==> src/design/sas_pkg.sv <==
package sas_pkg;
	// ==========================================================
	// Register map (byte addresses, one aligned word each)
	// ==========================================================
	localparam logic [7:0] ADDR_CTRL = 8'h00;
	localparam logic [7:0] ADDR_CFG = 8'h04;
	localparam logic [7:0] ADDR_TIME = 8'h08;
	localparam logic [7:0] ADDR_POS = 8'h0C;
	localparam logic [7:0] ADDR_TGT = 8'h10;
	localparam logic [7:0] ADDR_TOL = 8'h14;
	localparam logic [7:0] ADDR_STAT = 8'h18;
	localparam logic [7:0] ADDR_ERR = 8'h1C;
	localparam logic [7:0] ADDR_COUNT = 8'h20;
	localparam logic [7:0] ADDR_STEP = 8'h24;

	// ==========================================================
	// Control register fields (write one to act, self clearing except CTRL_KEY_REF, which holds until written zero)
	// ==========================================================
	localparam int CTRL_START = 0;
	localparam int CTRL_KEY_REF = 1;
	localparam int CTRL_IN_POS = 2;
	localparam int CTRL_RET_DONE = 3;
	localparam int CTRL_REF_DONE = 4;
	localparam int CTRL_CUT_LEN = 5;
	localparam int CTRL_PROG_MODE = 6;

	// ==========================================================
	// Config register fields
	// ==========================================================
	localparam int CFG_RET_LSB = 0;
	localparam int CFG_REF_LSB = 4;
	localparam int CFG_SWMIN_LSB = 8;
	localparam int CFG_SWMAX_LSB = 12;
	localparam int CFG_MEAS_LSB = 16;
	localparam int CFG_THICK_BAD = 20;
	localparam int CFG_LAST_LSB = 24;

	// ==========================================================
	// Timing and reset values
	// ==========================================================
	localparam int CLK_HZ = 10_000_000;
	localparam int KEY_HOLD_S = 2;
	localparam int KEY_HOLD_CYC = KEY_HOLD_S * CLK_HZ + 1;
	localparam logic [31:0] CFG_RST = 32'h0000_0000;
	localparam logic [31:0] TIME_RST = 32'h0000_0000;
	localparam logic [2:0] REF_MODE_PT_LO = 3'h5;
	localparam logic [2:0] REF_MODE_PT_HI = 3'h6;
	localparam logic [4:0] ERR_NONE = 5'h00;

	// ==========================================================
	// Positioning state
	// ==========================================================
	typedef enum logic [2:0] {
		SAS_IDLE = 3'b000,
		SAS_POSN = 3'b001,
		SAS_HOLD = 3'b010,
		SAS_RETR = 3'b011,
		SAS_REFR = 3'b100
	} sas_state_t;
endpackage

==> src/design/sas_supervisor.sv <==
`timescale 1ns/1ps
module sas_supervisor (
	input wire logic clk,
	input wire logic reset_n,
	// AXI4-Lite slave
	input wire logic [7:0] s_axi_awaddr,
	input wire logic s_axi_awvalid,
	output logic s_axi_awready,
	input wire logic [31:0] s_axi_wdata,
	input wire logic [3:0] s_axi_wstrb,
	input wire logic s_axi_wvalid,
	output logic s_axi_wready,
	output logic [1:0] s_axi_bresp,
	output logic s_axi_bvalid,
	input wire logic s_axi_bready,
	input wire logic [7:0] s_axi_araddr,
	input wire logic s_axi_arvalid,
	output logic s_axi_arready,
	output logic [31:0] s_axi_rdata,
	output logic [1:0] s_axi_rresp,
	output logic s_axi_rvalid,
	input wire logic s_axi_rready,
	// Machine inputs, asynchronous
	input wire logic [2:0] lim_min,
	input wire logic [2:0] lim_max,
	input wire logic ext_stop,
	input wire logic ext_start,
	input wire logic retract_in,
	input wire logic ref_start_in,
	input wire logic ref_point_in,
	input wire logic quantity_in,
	input wire logic next_step_in,
	input wire logic cut_in_process,
	input wire logic [2:0] axis_arrived,
	// Status outputs
	output logic ctrl_enable,
	output logic pos_reached,
	output logic tol_zone,
	output logic retract_run,
	output logic ref_run,
	output logic qty_reached,
	output logic cut_enable,
	output logic cut_len_reached,
	output logic prog_mode,
	output logic prog_end,
	output logic ref_calibrate,
	output logic [4:0] err_code
);
	localparam int NSYNC = 19;

	// ==========================================================
	// Whole state
	typedef struct packed {
		logic [NSYNC-1:0] s1; // First sync stage
		logic [NSYNC-1:0] s2; // Second sync stage
		logic [NSYNC-1:0] s3; // Delayed copy for edges
		sas_pkg::sas_state_t st; // Positioning state
		logic [31:0] cfg; // Modes and soft faults
		logic [31:0] tim; // Delay[15:0], pulse[23:16], qty[31:24]
		logic [31:0] pos; // Actual position
		logic [31:0] tgt; // Target position
		logic [31:0] tol; // Tolerance half band
		logic [15:0] qty_goal; // Pieces wanted
		logic [15:0] count; // Pieces counted
		logic [7:0] step; // Program step
		logic [31:0] key_cnt; // Reference key hold timer
		logic key_used; // Hold already fired
		logic [15:0] dly_cnt; // Axis delay timer
		logic [7:0] pr_cnt; // Position reached pulse timer
		logic [7:0] qr_cnt; // Quantity pulse timer
		logic pr; // Position reached output
		logic qr; // Quantity reached output
		logic cal; // Calibration pulse
		logic cut_len; // Cut length latched
		logic pmode; // Program mode
		logic aw_ok; // Write address held
		logic w_ok; // Write data held
		logic [7:0] awa; // Held write address
		logic [31:0] wd; // Held write data
		logic [3:0] ws; // Held write strobes, travel with the data
		logic bv; // Write response valid
		logic rv; // Read data valid
		logic [31:0] rd; // Read data
		logic [1:0] rr; // Read response
		logic [6:0] ctl; // Control pulses this cycle
	} sas_reg_t;

	sas_reg_t q_ff;
	sas_reg_t nxt_q;

	// Synchronised view and edges
	logic [NSYNC-1:0] in_s;
	logic [NSYNC-1:0] in_rise;
	logic [16:0] err_vec;

	assign in_s = q_ff.s2;
	assign in_rise = q_ff.s2 & ~q_ff.s3;

	// ==========================================================
	// Lowest active code wins
	function automatic logic [4:0] lowest_err(input logic [16:0] v);
		logic [4:0] r;
		r = sas_pkg::ERR_NONE;
		for (int i = 16; i >= 0; i--) begin
			if (v[i]) begin
				r = 5'(i + 1);
			end
		end
		return r;
	endfunction

	// Write merge by byte lanes
	function automatic logic [31:0] merge(input logic [31:0] o, input logic [31:0] d,
		input logic [3:0] s);
		logic [31:0] r;
		r = o;
		for (int i = 0; i < 4; i++) begin
			if (s[i]) begin
				r[i*8 +: 8] = d[i*8 +: 8];
			end
		end
		return r;
	endfunction

	// Error vector: bit n is code n+1
	assign err_vec = {q_ff.cfg[sas_pkg::CFG_THICK_BAD], in_s[6],
		q_ff.cfg[sas_pkg::CFG_MEAS_LSB +: 3], q_ff.cfg[sas_pkg::CFG_SWMAX_LSB +: 3],
		q_ff.cfg[sas_pkg::CFG_SWMIN_LSB +: 3], in_s[5:0]};

	// ==========================================================
	// Next state
	always_comb begin
		logic [2:0] rmode;
		logic stop;
		logic go;
		logic key_fire;
		logic wr;
		nxt_q = q_ff;
		wr = 1'b0;
		go = 1'b0;
		key_fire = 1'b0;
		rmode = q_ff.cfg[sas_pkg::CFG_REF_LSB +: 3];
		stop = in_s[6];
		// Input map: 0-5 limits, 6 stop, 7 start, 8 retract, 9 ref, 10 point,
		// 11 qty, 12 next, 13 cut, 14-15 spare, 16-18 axis arrived
		nxt_q.s1 = {axis_arrived, 2'b00, cut_in_process, next_step_in, quantity_in, ref_point_in,
			ref_start_in, retract_in, ext_start, ext_stop, lim_max, lim_min};
		nxt_q.s2 = q_ff.s1;
		nxt_q.s3 = q_ff.s2;
		nxt_q.ctl = 7'h00;
		nxt_q.cal = 1'b0;

		// Bus write capture, address and data in either order
		if (s_axi_awvalid && !q_ff.aw_ok) begin
			nxt_q.aw_ok = 1'b1;
			nxt_q.awa = s_axi_awaddr;
		end
		if (s_axi_wvalid && !q_ff.w_ok) begin
			nxt_q.w_ok = 1'b1;
			nxt_q.wd = s_axi_wdata;
			nxt_q.ws = s_axi_wstrb;
		end
		wr = q_ff.aw_ok && q_ff.w_ok && !q_ff.bv;
		if (wr) begin
			nxt_q.aw_ok = 1'b0;
			nxt_q.w_ok = 1'b0;
			nxt_q.bv = 1'b1;
			case (q_ff.awa)
				sas_pkg::ADDR_CTRL: nxt_q.ctl = q_ff.wd[6:0];
				sas_pkg::ADDR_CFG: nxt_q.cfg = merge(q_ff.cfg, q_ff.wd, q_ff.ws);
				sas_pkg::ADDR_TIME: nxt_q.tim = merge(q_ff.tim, q_ff.wd, q_ff.ws);
				sas_pkg::ADDR_POS: nxt_q.pos = merge(q_ff.pos, q_ff.wd, q_ff.ws);
				sas_pkg::ADDR_TGT: nxt_q.tgt = merge(q_ff.tgt, q_ff.wd, q_ff.ws);
				sas_pkg::ADDR_TOL: nxt_q.tol = merge(q_ff.tol, q_ff.wd, q_ff.ws);
				sas_pkg::ADDR_COUNT: nxt_q.qty_goal = q_ff.wd[31:16];
				default: nxt_q.bv = 1'b1; // Unmapped writes are ignored, OKAY
			endcase
		end
		if (q_ff.bv && s_axi_bready) begin
			nxt_q.bv = 1'b0;
		end

		// Bus read
		if (s_axi_arvalid && !q_ff.rv) begin
			nxt_q.rv = 1'b1;
			nxt_q.rr = 2'b00;
			case (s_axi_araddr)
				sas_pkg::ADDR_CTRL: nxt_q.rd = {25'h0, q_ff.pmode, 6'h00};
				sas_pkg::ADDR_CFG: nxt_q.rd = q_ff.cfg;
				sas_pkg::ADDR_TIME: nxt_q.rd = q_ff.tim;
				sas_pkg::ADDR_POS: nxt_q.rd = q_ff.pos;
				sas_pkg::ADDR_TGT: nxt_q.rd = q_ff.tgt;
				sas_pkg::ADDR_TOL: nxt_q.rd = q_ff.tol;
				sas_pkg::ADDR_STAT: nxt_q.rd = {13'h0000, in_s};
				sas_pkg::ADDR_ERR: nxt_q.rd = {15'h0000, err_vec};
				sas_pkg::ADDR_COUNT: nxt_q.rd = {q_ff.qty_goal, q_ff.count};
				sas_pkg::ADDR_STEP: nxt_q.rd = {21'h0, q_ff.st, q_ff.step};
				default: begin
					nxt_q.rd = 32'h0000_0000;
					nxt_q.rr = 2'b10; // SLVERR on unmapped reads
				end
			endcase
		end
		if (q_ff.rv && s_axi_rready) begin
			nxt_q.rv = 1'b0;
		end

		// Reference key held over two seconds fires once per press
		if (!q_ff.ctl[sas_pkg::CTRL_KEY_REF] && !nxt_q.ctl[sas_pkg::CTRL_KEY_REF]) begin
			nxt_q.key_cnt = 32'h0000_0000;
			nxt_q.key_used = 1'b0;
		end
		if (q_ff.ctl[sas_pkg::CTRL_KEY_REF]) begin
			nxt_q.ctl[sas_pkg::CTRL_KEY_REF] = 1'b1; // Level until software writes zero
			if (wr && q_ff.awa == sas_pkg::ADDR_CTRL) begin
				nxt_q.ctl[sas_pkg::CTRL_KEY_REF] = q_ff.wd[sas_pkg::CTRL_KEY_REF];
			end
			nxt_q.key_cnt = q_ff.key_cnt + 32'h0000_0001;
			if (q_ff.key_cnt == 32'(sas_pkg::KEY_HOLD_CYC) && !q_ff.key_used) begin
				key_fire = 1'b1;
				nxt_q.key_used = 1'b1;
			end
		end

		// External start and panel start are one command
		go = (in_rise[7] || q_ff.ctl[sas_pkg::CTRL_START]) && !stop;

		// Piece counter on rising edges only
		if (in_rise[11]) begin
			nxt_q.count = q_ff.count + 16'h0001;
			if (q_ff.count + 16'h0001 == q_ff.qty_goal) begin
				nxt_q.qr = 1'b1;
				nxt_q.qr_cnt = q_ff.tim[31:24];
			end
		end
		if (q_ff.qr && q_ff.tim[31:24] != 8'h00 && !in_rise[11]) begin
			if (q_ff.qr_cnt <= 8'h01) begin
				nxt_q.qr = 1'b0;
			end else begin
				nxt_q.qr_cnt = q_ff.qr_cnt - 8'h01;
			end
		end

		// Program step and mode
		if (q_ff.ctl[sas_pkg::CTRL_PROG_MODE]) begin
			nxt_q.pmode = ~q_ff.pmode;
		end
		if (in_rise[12] && q_ff.step != q_ff.cfg[sas_pkg::CFG_LAST_LSB +: 8]) begin
			nxt_q.step = q_ff.step + 8'h01;
		end
		// A new length report in the cycle of a cut start wins
		if (in_rise[13]) begin
			nxt_q.cut_len = 1'b0;
		end
		if (q_ff.ctl[sas_pkg::CTRL_CUT_LEN]) begin
			nxt_q.cut_len = 1'b1;
		end

		// Position reached pulse timing
		if (q_ff.pr && q_ff.tim[23:16] != 8'h00) begin
			if (q_ff.pr_cnt <= 8'h01) begin
				nxt_q.pr = 1'b0;
			end else begin
				nxt_q.pr_cnt = q_ff.pr_cnt - 8'h01;
			end
		end

		// Positioning machine
		case (q_ff.st)
			sas_pkg::SAS_IDLE: begin
				if (stop) begin
					nxt_q.st = sas_pkg::SAS_IDLE;
				end else if (in_s[8]) begin
					nxt_q.st = sas_pkg::SAS_RETR;
				end else if (key_fire) begin
					nxt_q.st = sas_pkg::SAS_REFR;
				end else if (in_rise[9]) begin
					nxt_q.cal = rmode != 3'h0 && rmode < 3'h3;
				end else if (go) begin
					nxt_q.st = sas_pkg::SAS_POSN;
					nxt_q.pr = 1'b0;
				end
			end
			sas_pkg::SAS_POSN: begin
				if (stop) begin
					nxt_q.st = sas_pkg::SAS_IDLE;
				end else if (q_ff.ctl[sas_pkg::CTRL_IN_POS]) begin
					nxt_q.st = sas_pkg::SAS_HOLD;
					nxt_q.dly_cnt = q_ff.tim[15:0];
					nxt_q.pr = 1'b1;
					nxt_q.pr_cnt = q_ff.tim[23:16];
				end
			end
			sas_pkg::SAS_HOLD: begin
				if (stop || q_ff.dly_cnt == 16'h0000) begin
					nxt_q.st = sas_pkg::SAS_IDLE;
				end else begin
					nxt_q.dly_cnt = q_ff.dly_cnt - 16'h0001;
				end
			end
			sas_pkg::SAS_RETR: begin
				if (stop || !in_s[8] || q_ff.ctl[sas_pkg::CTRL_RET_DONE]) begin
					nxt_q.st = sas_pkg::SAS_IDLE;
				end
			end
			sas_pkg::SAS_REFR: begin
				// Point input ends the run only in modes five and six
				if (stop || q_ff.ctl[sas_pkg::CTRL_REF_DONE] ||
					(in_rise[10] && (rmode == sas_pkg::REF_MODE_PT_LO ||
					rmode == sas_pkg::REF_MODE_PT_HI))) begin
					nxt_q.st = sas_pkg::SAS_IDLE;
				end
			end
			default: nxt_q.st = sas_pkg::SAS_IDLE;
		endcase
	end

	// ==========================================================
	// State register
	always_ff @(posedge clk) begin
		if (!reset_n) begin
			q_ff <= '0;
			q_ff.cfg <= sas_pkg::CFG_RST;
			q_ff.tim <= sas_pkg::TIME_RST;
		end else begin
			q_ff <= nxt_q;
		end
	end

	// ==========================================================
	// Outputs
	assign s_axi_awready = !q_ff.aw_ok;
	assign s_axi_wready = !q_ff.w_ok;
	assign s_axi_bvalid = q_ff.bv;
	assign s_axi_bresp = 2'b00;
	assign s_axi_arready = !q_ff.rv;
	assign s_axi_rvalid = q_ff.rv;
	assign s_axi_rdata = q_ff.rd;
	assign s_axi_rresp = q_ff.rr;
	assign ctrl_enable = q_ff.st == sas_pkg::SAS_POSN || q_ff.st == sas_pkg::SAS_HOLD;
	assign pos_reached = q_ff.pr;
	assign tol_zone = (((q_ff.pos > q_ff.tgt) ? q_ff.pos - q_ff.tgt
		: q_ff.tgt - q_ff.pos) <= q_ff.tol);
	assign retract_run = q_ff.st == sas_pkg::SAS_RETR;
	assign ref_run = q_ff.st == sas_pkg::SAS_REFR;
	assign qty_reached = q_ff.qr;
	assign cut_enable = (&in_s[18:16]) && q_ff.st != sas_pkg::SAS_POSN;
	assign cut_len_reached = q_ff.cut_len;
	assign prog_mode = q_ff.pmode;
	assign prog_end = q_ff.pmode && q_ff.step == q_ff.cfg[sas_pkg::CFG_LAST_LSB +: 8];
	assign ref_calibrate = q_ff.cal;
	assign err_code = lowest_err(err_vec);

	// ==========================================================
	// Checks
	chk_stop_halts: assert property (@(posedge clk) disable iff (!reset_n)
		in_s[6] |=> !(q_ff.st == sas_pkg::SAS_POSN)) else $error("stop did not halt");
	chk_stop_code: assert property (@(posedge clk) disable iff (!reset_n)
		in_s[6] && err_vec[14:0] == 15'h0 |-> err_code == 5'h10) else $error("code 16 missing");
	chk_limit_code: assert property (@(posedge clk) disable iff (!reset_n)
		in_s[0] |-> err_code == 5'h01) else $error("code 1 missing");
	chk_count_edge: assert property (@(posedge clk) disable iff (!reset_n)
		in_rise[11] |=> q_ff.count == $past(q_ff.count) + 16'h0001) else $error("count miss");
	chk_count_level: assert property (@(posedge clk) disable iff (!reset_n)
		!in_rise[11] |=> q_ff.count == $past(q_ff.count)) else $error("count on level");
	chk_ret_out: assert property (@(posedge clk) disable iff (!reset_n)
		retract_run && !in_s[8] |=> !retract_run) else $error("retract held");
	chk_ext_ref: assert property (@(posedge clk) disable iff (!reset_n)
		$rose(ref_run) |-> q_ff.key_used) else $error("ref start");
	chk_pr_static: assert property (@(posedge clk) disable iff (!reset_n)
		pos_reached && q_ff.tim[23:16] == 8'h00 && q_ff.st != sas_pkg::SAS_IDLE |=> pos_reached)
		else $error("static lost");
endmodule

==> config.mk <==
export PLATFORM = sky130hd
export DESIGN_NAME = sas_supervisor
export DESIGN_NICKNAME = d
export VERILOG_FILES = /design/src/design/sas_pkg.sv /design/src/design/sas_supervisor.sv
export SDC_FILE = /design/constraint.sdc
export NUM_CORES = 1
export LEC_CHECK = 0
export BUFFER_PORTS_ARGS = -buffer_cell sky130_fd_sc_hd__buf_4
export CAP_MARGIN = 20
export CELL_PAD_IN_SITES_DETAIL_PLACEMENT = 0
export CELL_PAD_IN_SITES_GLOBAL_PLACEMENT = 1
export CORE_MARGIN = 4
export CORE_UTILIZATION = 30
export CTS_BUF_LIST = sky130_fd_sc_hd__clkbuf_8 sky130_fd_sc_hd__clkbuf_16
export DETAILED_ROUTE_END_ITERATION = 10
export GPL_ROUTABILITY_DRIVEN = 0
export GPL_TIMING_DRIVEN = 0
export MAX_ROUTING_LAYER = met4
export PLACE_DENSITY_LB_ADDON = 0.1
export SLEW_MARGIN = 0
export SYNTH_ARGS = -nofsm -noshare
export SYNTH_HDL_FRONTEND = slang
export SYNTH_SLANG_ARGS = --single-unit
==> constraint.sdc <==
create_clock -name clk -period 11.7 [get_ports clk]
set_input_delay 0.585 -clock clk [delete_from_list [all_inputs] [get_ports clk]]
set_output_delay 0.585 -clock clk [all_outputs]
set_load 0.1 [all_outputs]
# Yosys cells after proc, flatten, opt, wreduce, memory -nomap -nowiden
# Index checks and enable logic that the tools add are counted.
# W data, S select, Z words.
# totals
inputBits	76
mem_bits_ro	0
elab_cells	247
mem_bits_rw	0
n_memories	0
latch_bits	0
regBits	414
# op_classes
eq_ne	35
n_mux	67
bitwise_logic	6
magnitude_cmp	5
reduce_logical	77
shift	0
add_sub_neg	8
mul	0
div_mod_pow	0
# op_table
cell	count
$pmux W32 S10	1
$mux W5	17
$mux W33	2
$reduce_and A3 Y1	22
$sub A32 B32 Y32	2
$mux W8	7
$eq A8 B5 Y1 const B	6
$mux W24	2
$add A32 B1 Y32 const B	1
$eq A32 B25 Y1 const B	1
$eq A8 B4 Y1 const B	4
$gt A32 B32 Y1	1
$le A32 B32 Y1	1
$mux W32	1
$pmux W16 S2	1
$mux W3	10
$eq A8 B6 Y1 const B	3
$mux W1	20
$logic_and A1 B1 Y1	19
$add A16 B1 Y16 const B	1
$eq A16 B16 Y1	1
$eq A8 B3 Y1 const B	2
$le A8 B1 Y1 const B	2
$logic_not A16 Y1	1
other kinds (34)	70

# Longest topological paths before layout
# Gate-level depths: netlist of run 1.
# logic_depth
ltp_word	17
depth_mapped	25

# Worst setup path after synthesis of run 1
# OpenSTA, ideal clock, no wires.
# synth_path
path_kind	register to output
from	register q_ff[231] (netlist bit)
to	output port tol_zone
stages_incl_launch_ff	25
slack_ns	6.613
arrival_time_ns	4.502
required_ns	11.115
cell_sequence	dfxtp_1 -> ha_1 -> inv_1 -> fa_1 -> nand3_1 -> a21oi_1 -> or3_4 -> a221oi_2 -> a21o_1 -> buf_6 -> buf_2 -> buf_2 -> nor2_1 -> o21ai_0 -> xnor2_1 -> ha_1 -> a21o_1 -> a21oi_1 -> nor2b_1 -> o21ai_0 -> nand2b_1 -> a21oi_1 -> nor2_1 -> a211oi_1 -> a31o_2
# synth_between
elab_chain_len	3
elab_cells_between_ends	5
cone_classes	add/sub (2); order compare (2); mux (1)
# synth_lines
item	line_no	source
from (decl)	sas_supervisor.sv:88	sas_reg_t q_ff;
from (signal assigned)	sas_supervisor.sv:326	q_ff <= nxt_q;
$sub A32 B32 Y32, or another cell as far along	sas_supervisor.sv:343	: q_ff.tgt - q_ff.pos) <= q_ff.tol);
$mux W32 (*)	sas_supervisor.sv:342	assign tol_zone = (((q_ff.pos > q_ff.tgt) ? q_ff.pos - q_ff.tgt
$le A32 B32 Y1 (*)	sas_supervisor.sv:343	
to (decl)	sas_supervisor.sv:38	output logic tol_zone,
# Every way passes the cells marked *; elsewhere a longest branch is shown, timed or not.

# Worst setup path in the final report of run 1
# layout_path
from	register q_ff[239] (netlist bit)
to	output port tol_zone
# Same word-level chain as after synthesis.

==> results.json, run 1 <==
{
  "cts_max_path_buffers": 3,
  "arrival_ps": 6830,
  "final_core_util_pct": 35.4,
  "total_power_mw": 3.14,
  "overflow": 0,
  "dp.cells": 3760,
  "critPathLaunchType": "flip-flop",
  "die_x_um": 279,
  "post_cts_resized": 0,
  "status": "complete, no violations",
  "ys_ff_latch": 401,
  "holdBufCountCts": 0,
  "rows": 99,
  "cts_sinks": 401,
  "timing.rr.start": "q_ff[167]",
  "critPathLaunch": "q_ff[239]",
  "syn_inst": 2668,
  "synth_commonest_cells": "401 x dfxtp_1, 351 x nor2_1, 231 x nand2_1, 228 x a21oi_1, 205 x mux2i_1",
  "numCtsBuffers": 45,
  "rsz0062_at_grt": "no",
  "synth-main-ff-cell": "dfxtp_1",
  "finalCritPeriodShare_pct": 63.4,
  "slowest_stage": "a21oi_1",
  "crit_path_end_kind": "primary output",
  "leakage_nw": 10.9,
  "required_ps": 11120,
  "vias": 20123,
  "setup_viol": 0,
  "fmax_mhz": 135,
  "critical_path_class": "flip-flop to primary output",
  "grt_pass1_vias": 19445,
  "slew_headroom_pct": 26.7,
  "syn_area_per_cell_um2": 8.25,
  "synth_top_cell_area_share_pct": 36.5,
  "htreeDepth": 2,
  "cap_viol_max_count": 0,
  "syn_area_um2": 22000,
  "finalHoldViolCount": 0,
  "via_per_inst": 5.24,
  "worstPathMaxFanout": 10,
  "drt-initial-drc-count": 1851,
  "clkTransAtPathRegs_ps": 60,
  "cts_root_buf": "clkbuf_16",
  "yosysSeqAreaShare_pct": 36.5,
  "n_antenna_cell": 0,
  "finalWorstSetupSlack_ps": 4280,
  "synth_edf_count": 0,
  "worst_pin_slew_ps": 1090,
  "yosysWarnings": 0,
  "path_cells": "inv_1 > ha_1 > clkbuf_1 > nand4_1 > nor3_1 > a221oi_2 > a21oi_1 > clkbuf_1 > a211oi_1 > o21ai_0 > xnor2_1 > ha_1 > a21o_1 > a21oi_1 > nor2b_1 > o21ai_0 > nand2b_1 > a21oi_1 > nor2_1 > a211oi_1 > a31o_2 > buf_4",
  "grt_max_degree": 14,
  "pre_cts_ws_ps": 4770,
  "drc_errors": 0,
  "synth_cell_types": 76,
  "grt.total_usage_pct": 22.7,
  "port_buffers": 129,
  "async_flop_share_pct": 0,
  "drt_first_pass_iters": 9,
  "synth_most_common_cell": "dfxtp_1",
  "die-area_um2": 77700,
  "fp.coreArea_um2": 72800,
  "hp-start": "s_axi_rready",
  "wl_per_cell_um": 23.1,
  "slew_violations": 0,
  "synth.area.top_cells": "dfxtp_1 36%, mux2i_1 9.3%, nor2_1 6.0%",
  "stdcell_count": 3842,
  "ir_drop_mv": 0.0833,
  "grt_pass1_wl_um": 130000,
  "p_per_area_nw_per_um2": 122,
  "skew_ps": 21.6,
  "antenna_found_initial": 0,
  "totalWireLength_um": 88800,
  "cpPeakStageDelay_ps": 680,
  "yosys.area.top_type": "dfxtp_1",
  "layout-drive-gt1-share_pct": 11.3,
  "hpwlAfterDp_um": 70800,
  "postCtsSetupRepairBufs": 0,
  "cts_tree": "done",
  "tns_ps": 0,
  "die-height_um": 279,
  "clk_latency_ps": 590,
  "nets": 3030,
  "syn_to_final_growth_pct": 17.1,
  "start_util_pct": 30.2,
  "fin_crit_ps": 7420,
  "pin_count": 133,
  "cpMostUsedCell": "a21oi_1",
  "antenna_left": 0,
  "hp-class": "input port to flip-flop"
}
-- cell type report --
cell class / instances / area, um2
Fill cell: 7704 / 47100
Buffer: 186 / 878
Sequential cell: 401 / 8030
Clock inverter: 25 / 277
Clock buffer: 57 / 1290
Inverter: 131 / 492
Tap cell: 959 / 1200
Timing Repair Buffer: 131 / 985
Multi-Input combinational cell: 1952 / 12600
-- path summary, 6_finish.rpt --
path	depth (start not counted)	end	slack [ps]
worst min register to register	1	in_s[9]	430
worst min-delay path	2	s_axi_rvalid	180
worst max register to register	10	q_ff[100]	8000
worst max-delay path	22	tol_zone	4280
-- flip-flops by register name, indices dropped and copies added (netlist names) --
name,flops
q_ff,317
s_axi_bvalid,1
prog_mode,1
pos_reached,1
s_axi_rvalid,1
nxt_q,17
cut_len_reached,1
in_s,17
s_axi_rdata,32
err_vec,10
s_axi_rresp,1
ref_calibrate,1
qty_reached,1
-- placed cells by master, fill, tap and decap left out, types with 9 or more instances in the layout --
| master | n |
|---|---|
| nor3_1 | 41 |
| nand4_1 | 39 |
| clkbuf_1 | 123 |
| buf_4 | 167 |
| dfxtp_1 | 401 |
| clkbuf_8 | 12 |
| nor4_1 | 18 |
| or2_2 | 17 |
| xor2_1 | 28 |
| a221oi_1 | 19 |
| and2_1 | 62 |
| a31oi_1 | 23 |
| inv_1 | 138 |
| a211oi_1 | 16 |
| ha_1 | 104 |
| a22oi_1 | 32 |
| nand3b_1 | 9 |
| and3_1 | 15 |
| nand3_1 | 64 |
| nor2_1 | 351 |
| clkbuf_16 | 45 |
| o21a_1 | 16 |
| o21ai_0 | 93 |
| o211ai_1 | 13 |
| mux2_2 | 31 |
| nand2b_1 | 15 |
| nand2_1 | 231 |
| nor2b_1 | 20 |
| mux2i_1 | 205 |
| a21o_1 | 43 |
| a222oi_1 | 25 |
| buf_2 | 19 |
| or3_1 | 23 |
| a21oi_1 | 228 |
| o21bai_1 | 17 |
| xnor2_1 | 59 |
-- worst max-delay path, delay by kind of cell (launching register included) --
family / cells / cell delay [ps]
xor gates and xnor gates: 1 / 190
AOI/OAI and AO/OA: 10 / 2680
buffers and inverters: 4 / 1350
adders and majority gates: 2 / 570
and+or+nand+nor: 5 / 930
DFF: 1 / 490
-- power breakdown --
group	total (mW)	internal, mW	switching [mW]
Combinational	0.219	0.0645	0.154
Clock	1.50	0.891	0.611
Sequential	1.42	1.38	0.0316
-- metrics by stage --
step	hold WS (ps)	cell area, um2
floorplan	412	22000
global placement	414	24200
detailed placement	418	24200
CTS	151	25800
global route	163	25800
finish	184	25800
-- routing by layer --
layer	track usage (%)	wire [um]	up-vias
li1	-	-	9683
met5	-	0	-
met4	6.24	2590	0
met2	35.6	39800	570
met3	2.55	4620	116
met1	31.3	41800	9754
-- kinds of logic (layout without fill, tap and decap cells) --
family                   count (synthesis)  count (layout)  synth area share (%)
AND/OR/NAND/NOR                        935             935                  19.7
AO/OA/AOI/OAI                          585             585                  17.1
flip-flops                             401             401                  36.5
buffers and inverters                  317             530                  6.23
multiplexers                           236             236                  10.9
adder cells (fa/ha/maj)                106             106                  6.10
XOR/XNOR                                87              87                  3.46
other                                    1               3                0.0170
Note: power is estimated with default switching activity, not from simulation.
==> inputs of run 2 (changes only) <==
==> constraint.sdc (replaced) <==
create_clock -name clk -period 6.85 [get_ports clk]
set_input_delay 0.3425 -clock clk [delete_from_list [all_inputs] [get_ports clk]]
set_output_delay 0.3425 -clock clk [all_outputs]
set_load 0.1 [all_outputs]
==> results.json, run 2 (same netlist as run 1, synthesis figures left out) <==
{
  "drt_first_pass_iters": 7,
  "antenna_left": 0,
  "seqCellArea_um2": 8030,
  "grt_pass1_vias": 19715,
  "cap_viol_max_count": 0,
  "fp.coreArea_um2": 72800,
  "critical_path_class": "flip-flop to primary output",
  "hp-class": "input port to flip-flop",
  "mostFrequentLayoutCells": "399 x dfxtp_1, 351 x nor2_1, 231 x nand2_1",
  "cts_tree": "done",
  "fmax_mhz": 154,
  "finalHoldViolCount": 0,
  "r2r_cells": 10,
  "arrival_ps": 6150,
  "leakage_nw": 11.1,
  "pin_count": 133,
  "required_ps": 6510,
  "dp.cells": 3760,
  "critPathLaunchType": "flip-flop",
  "slew_headroom_pct": 27.2,
  "rrSetupSlack_ps": 3130,
  "hpwlAfterDp_um": 70800,
  "crit_path_end_kind": "primary output",
  "finalWorstSetupSlack_ps": 359,
  "numCtsBuffers": 45,
  "start_util_pct": 30.2,
  "die-height_um": 279,
  "grt.total_usage_pct": 22.8,
  "cts_sinks": 401,
  "worstPathMaxFanout": 10,
  "worstHoldPathCells": 2,
  "n_antenna_cell": 0,
  "layout-drive-gt1-share_pct": 11.3,
  "skew_ps": 21.8,
  "rows": 99,
  "tns_ps": 0,
  "vias": 20385,
  "htreeDepth": 2,
  "port_buffers": 129,
  "antenna_found_initial": 0,
  "nets": 3075,
  "grt_pass1_wl_um": 131000,
  "stdcell_count": 3887,
  "dpl_cell_area_um2": 24200,
  "worst_pin_slew_ps": 1080,
  "status": "complete, no violations",
  "top_register": "q_ff",
  "hold_ws_ps": 16.9,
  "clk_latency_ps": 590,
  "syn_to_final_growth_pct": 19.4,
  "via_per_inst": 5.24,
  "die-area_um2": 77700,
  "cts_max_path_buffers": 3,
  "finalCritPeriodShare_pct": 94.8,
  "grt_max_degree": 14,
  "cts_root_buf": "clkbuf_16",
  "drc_errors": 0,
  "rsz0062_at_grt": "no",
  "largest_reg_flops": 317,
  "fillers": 7666,
  "fin_crit_ps": 6490,
  "multi_input_area_um2": 12600,
  "p_per_area_nw_per_um2": 205,
  "wl_per_cell_um": 23.0,
  "fin_area_um2": 26300,
  "slew_violations": 0,
  "total_power_mw": 5.38,
  "overflow": 0,
  "drt-initial-drc-count": 1835,
  "pre_cts_ws_ps": 163,
  "clkTransAtPathRegs_ps": 60,
  "ir_drop_mv": 0.143,
  "setup_viol": 0,
  "die_x_um": 279,
  "final_common_cell": "dfxtp_1",
  "final_core_util_pct": 36.1,
  "totalWireLength_um": 89200
}
run 2: cell types whose count changed in the layout (fill, tap and decap cells not counted), sizes merged:
cell	previous run	this run
dlygate4sd3	0	46
buf	194	193
run 2: cell type report:
| type | count | area share, % |
|---|---|---|
| plain buffers | 185 | 3.35 |
| clock buffers | 57 | 4.92 |
| clock inverters | 25 | 1.05 |
| inverters | 131 | 1.87 |
| multi-input cells | 1952 | 48.2 |
| flip-flops and latches | 401 | 30.6 |
| well taps | 959 | 4.57 |
| repair buffers | 177 | 5.50 |
run 2: worst max-delay path, cell delays in order, from the launching register on:
cell and delay, ps:
dfxtp_1 450, inv_1 80, ha_1 270, clkbuf_1 280, nand4_1 220, or2_2 340
o21ai_0 160, o21ai_1 150, a21oi_2 420, buf_1 620, a211oi_1 100, o21ai_0 270
xnor2_1 190, ha_1 290, a21o_1 180, a21oi_1 130, nor2b_1 50, o21ai_0 150
nand2b_1 70, a21oi_1 140, nor2_1 70, a211oi_2 350, a31o_2 260, buf_4 300
run 2: final timing paths:
| path | to | from |
|---|---|---|
| worst max-delay path | tol_zone | q_ff[253] |
| worst min-delay path | nxt_q[386] | lim_max[2] |
| worst max register to register | q_ff[100] | q_ff[167] |
| worst min register to register | in_s[17] | nxt_q[398] |
run 2: report_power, final:
group          internal [mW]  total [mW]  leakage, nW  switching, mW
Sequential              2.36        2.42         3.25         0.0539
Combinational          0.127       0.395         7.04          0.268
Clock                   1.52        2.56        0.799           1.04
Total                   4.01        5.38         11.1           1.36
run 2: layer usage:
metal / vias up / GRT usage [%] / share of wire, %
li1: 9777 / - / -
met1: 9909 / 31.3 / 47
met2: 580 / 35.8 / 45
met3: 119 / 2.54 / 5.2
met4: 0 / 6.33 / 2.9
met5: - / - / 0
run 2: what timing repair did:
action / CTS / global route
setup buffers: 0 / 0
hold buffers: 46 / 0
hold endpoints to repair: 46 / 0
gates resized for setup: 3 / 7
setup endpoints to repair: 1 / 1
cloned: 0 / 0
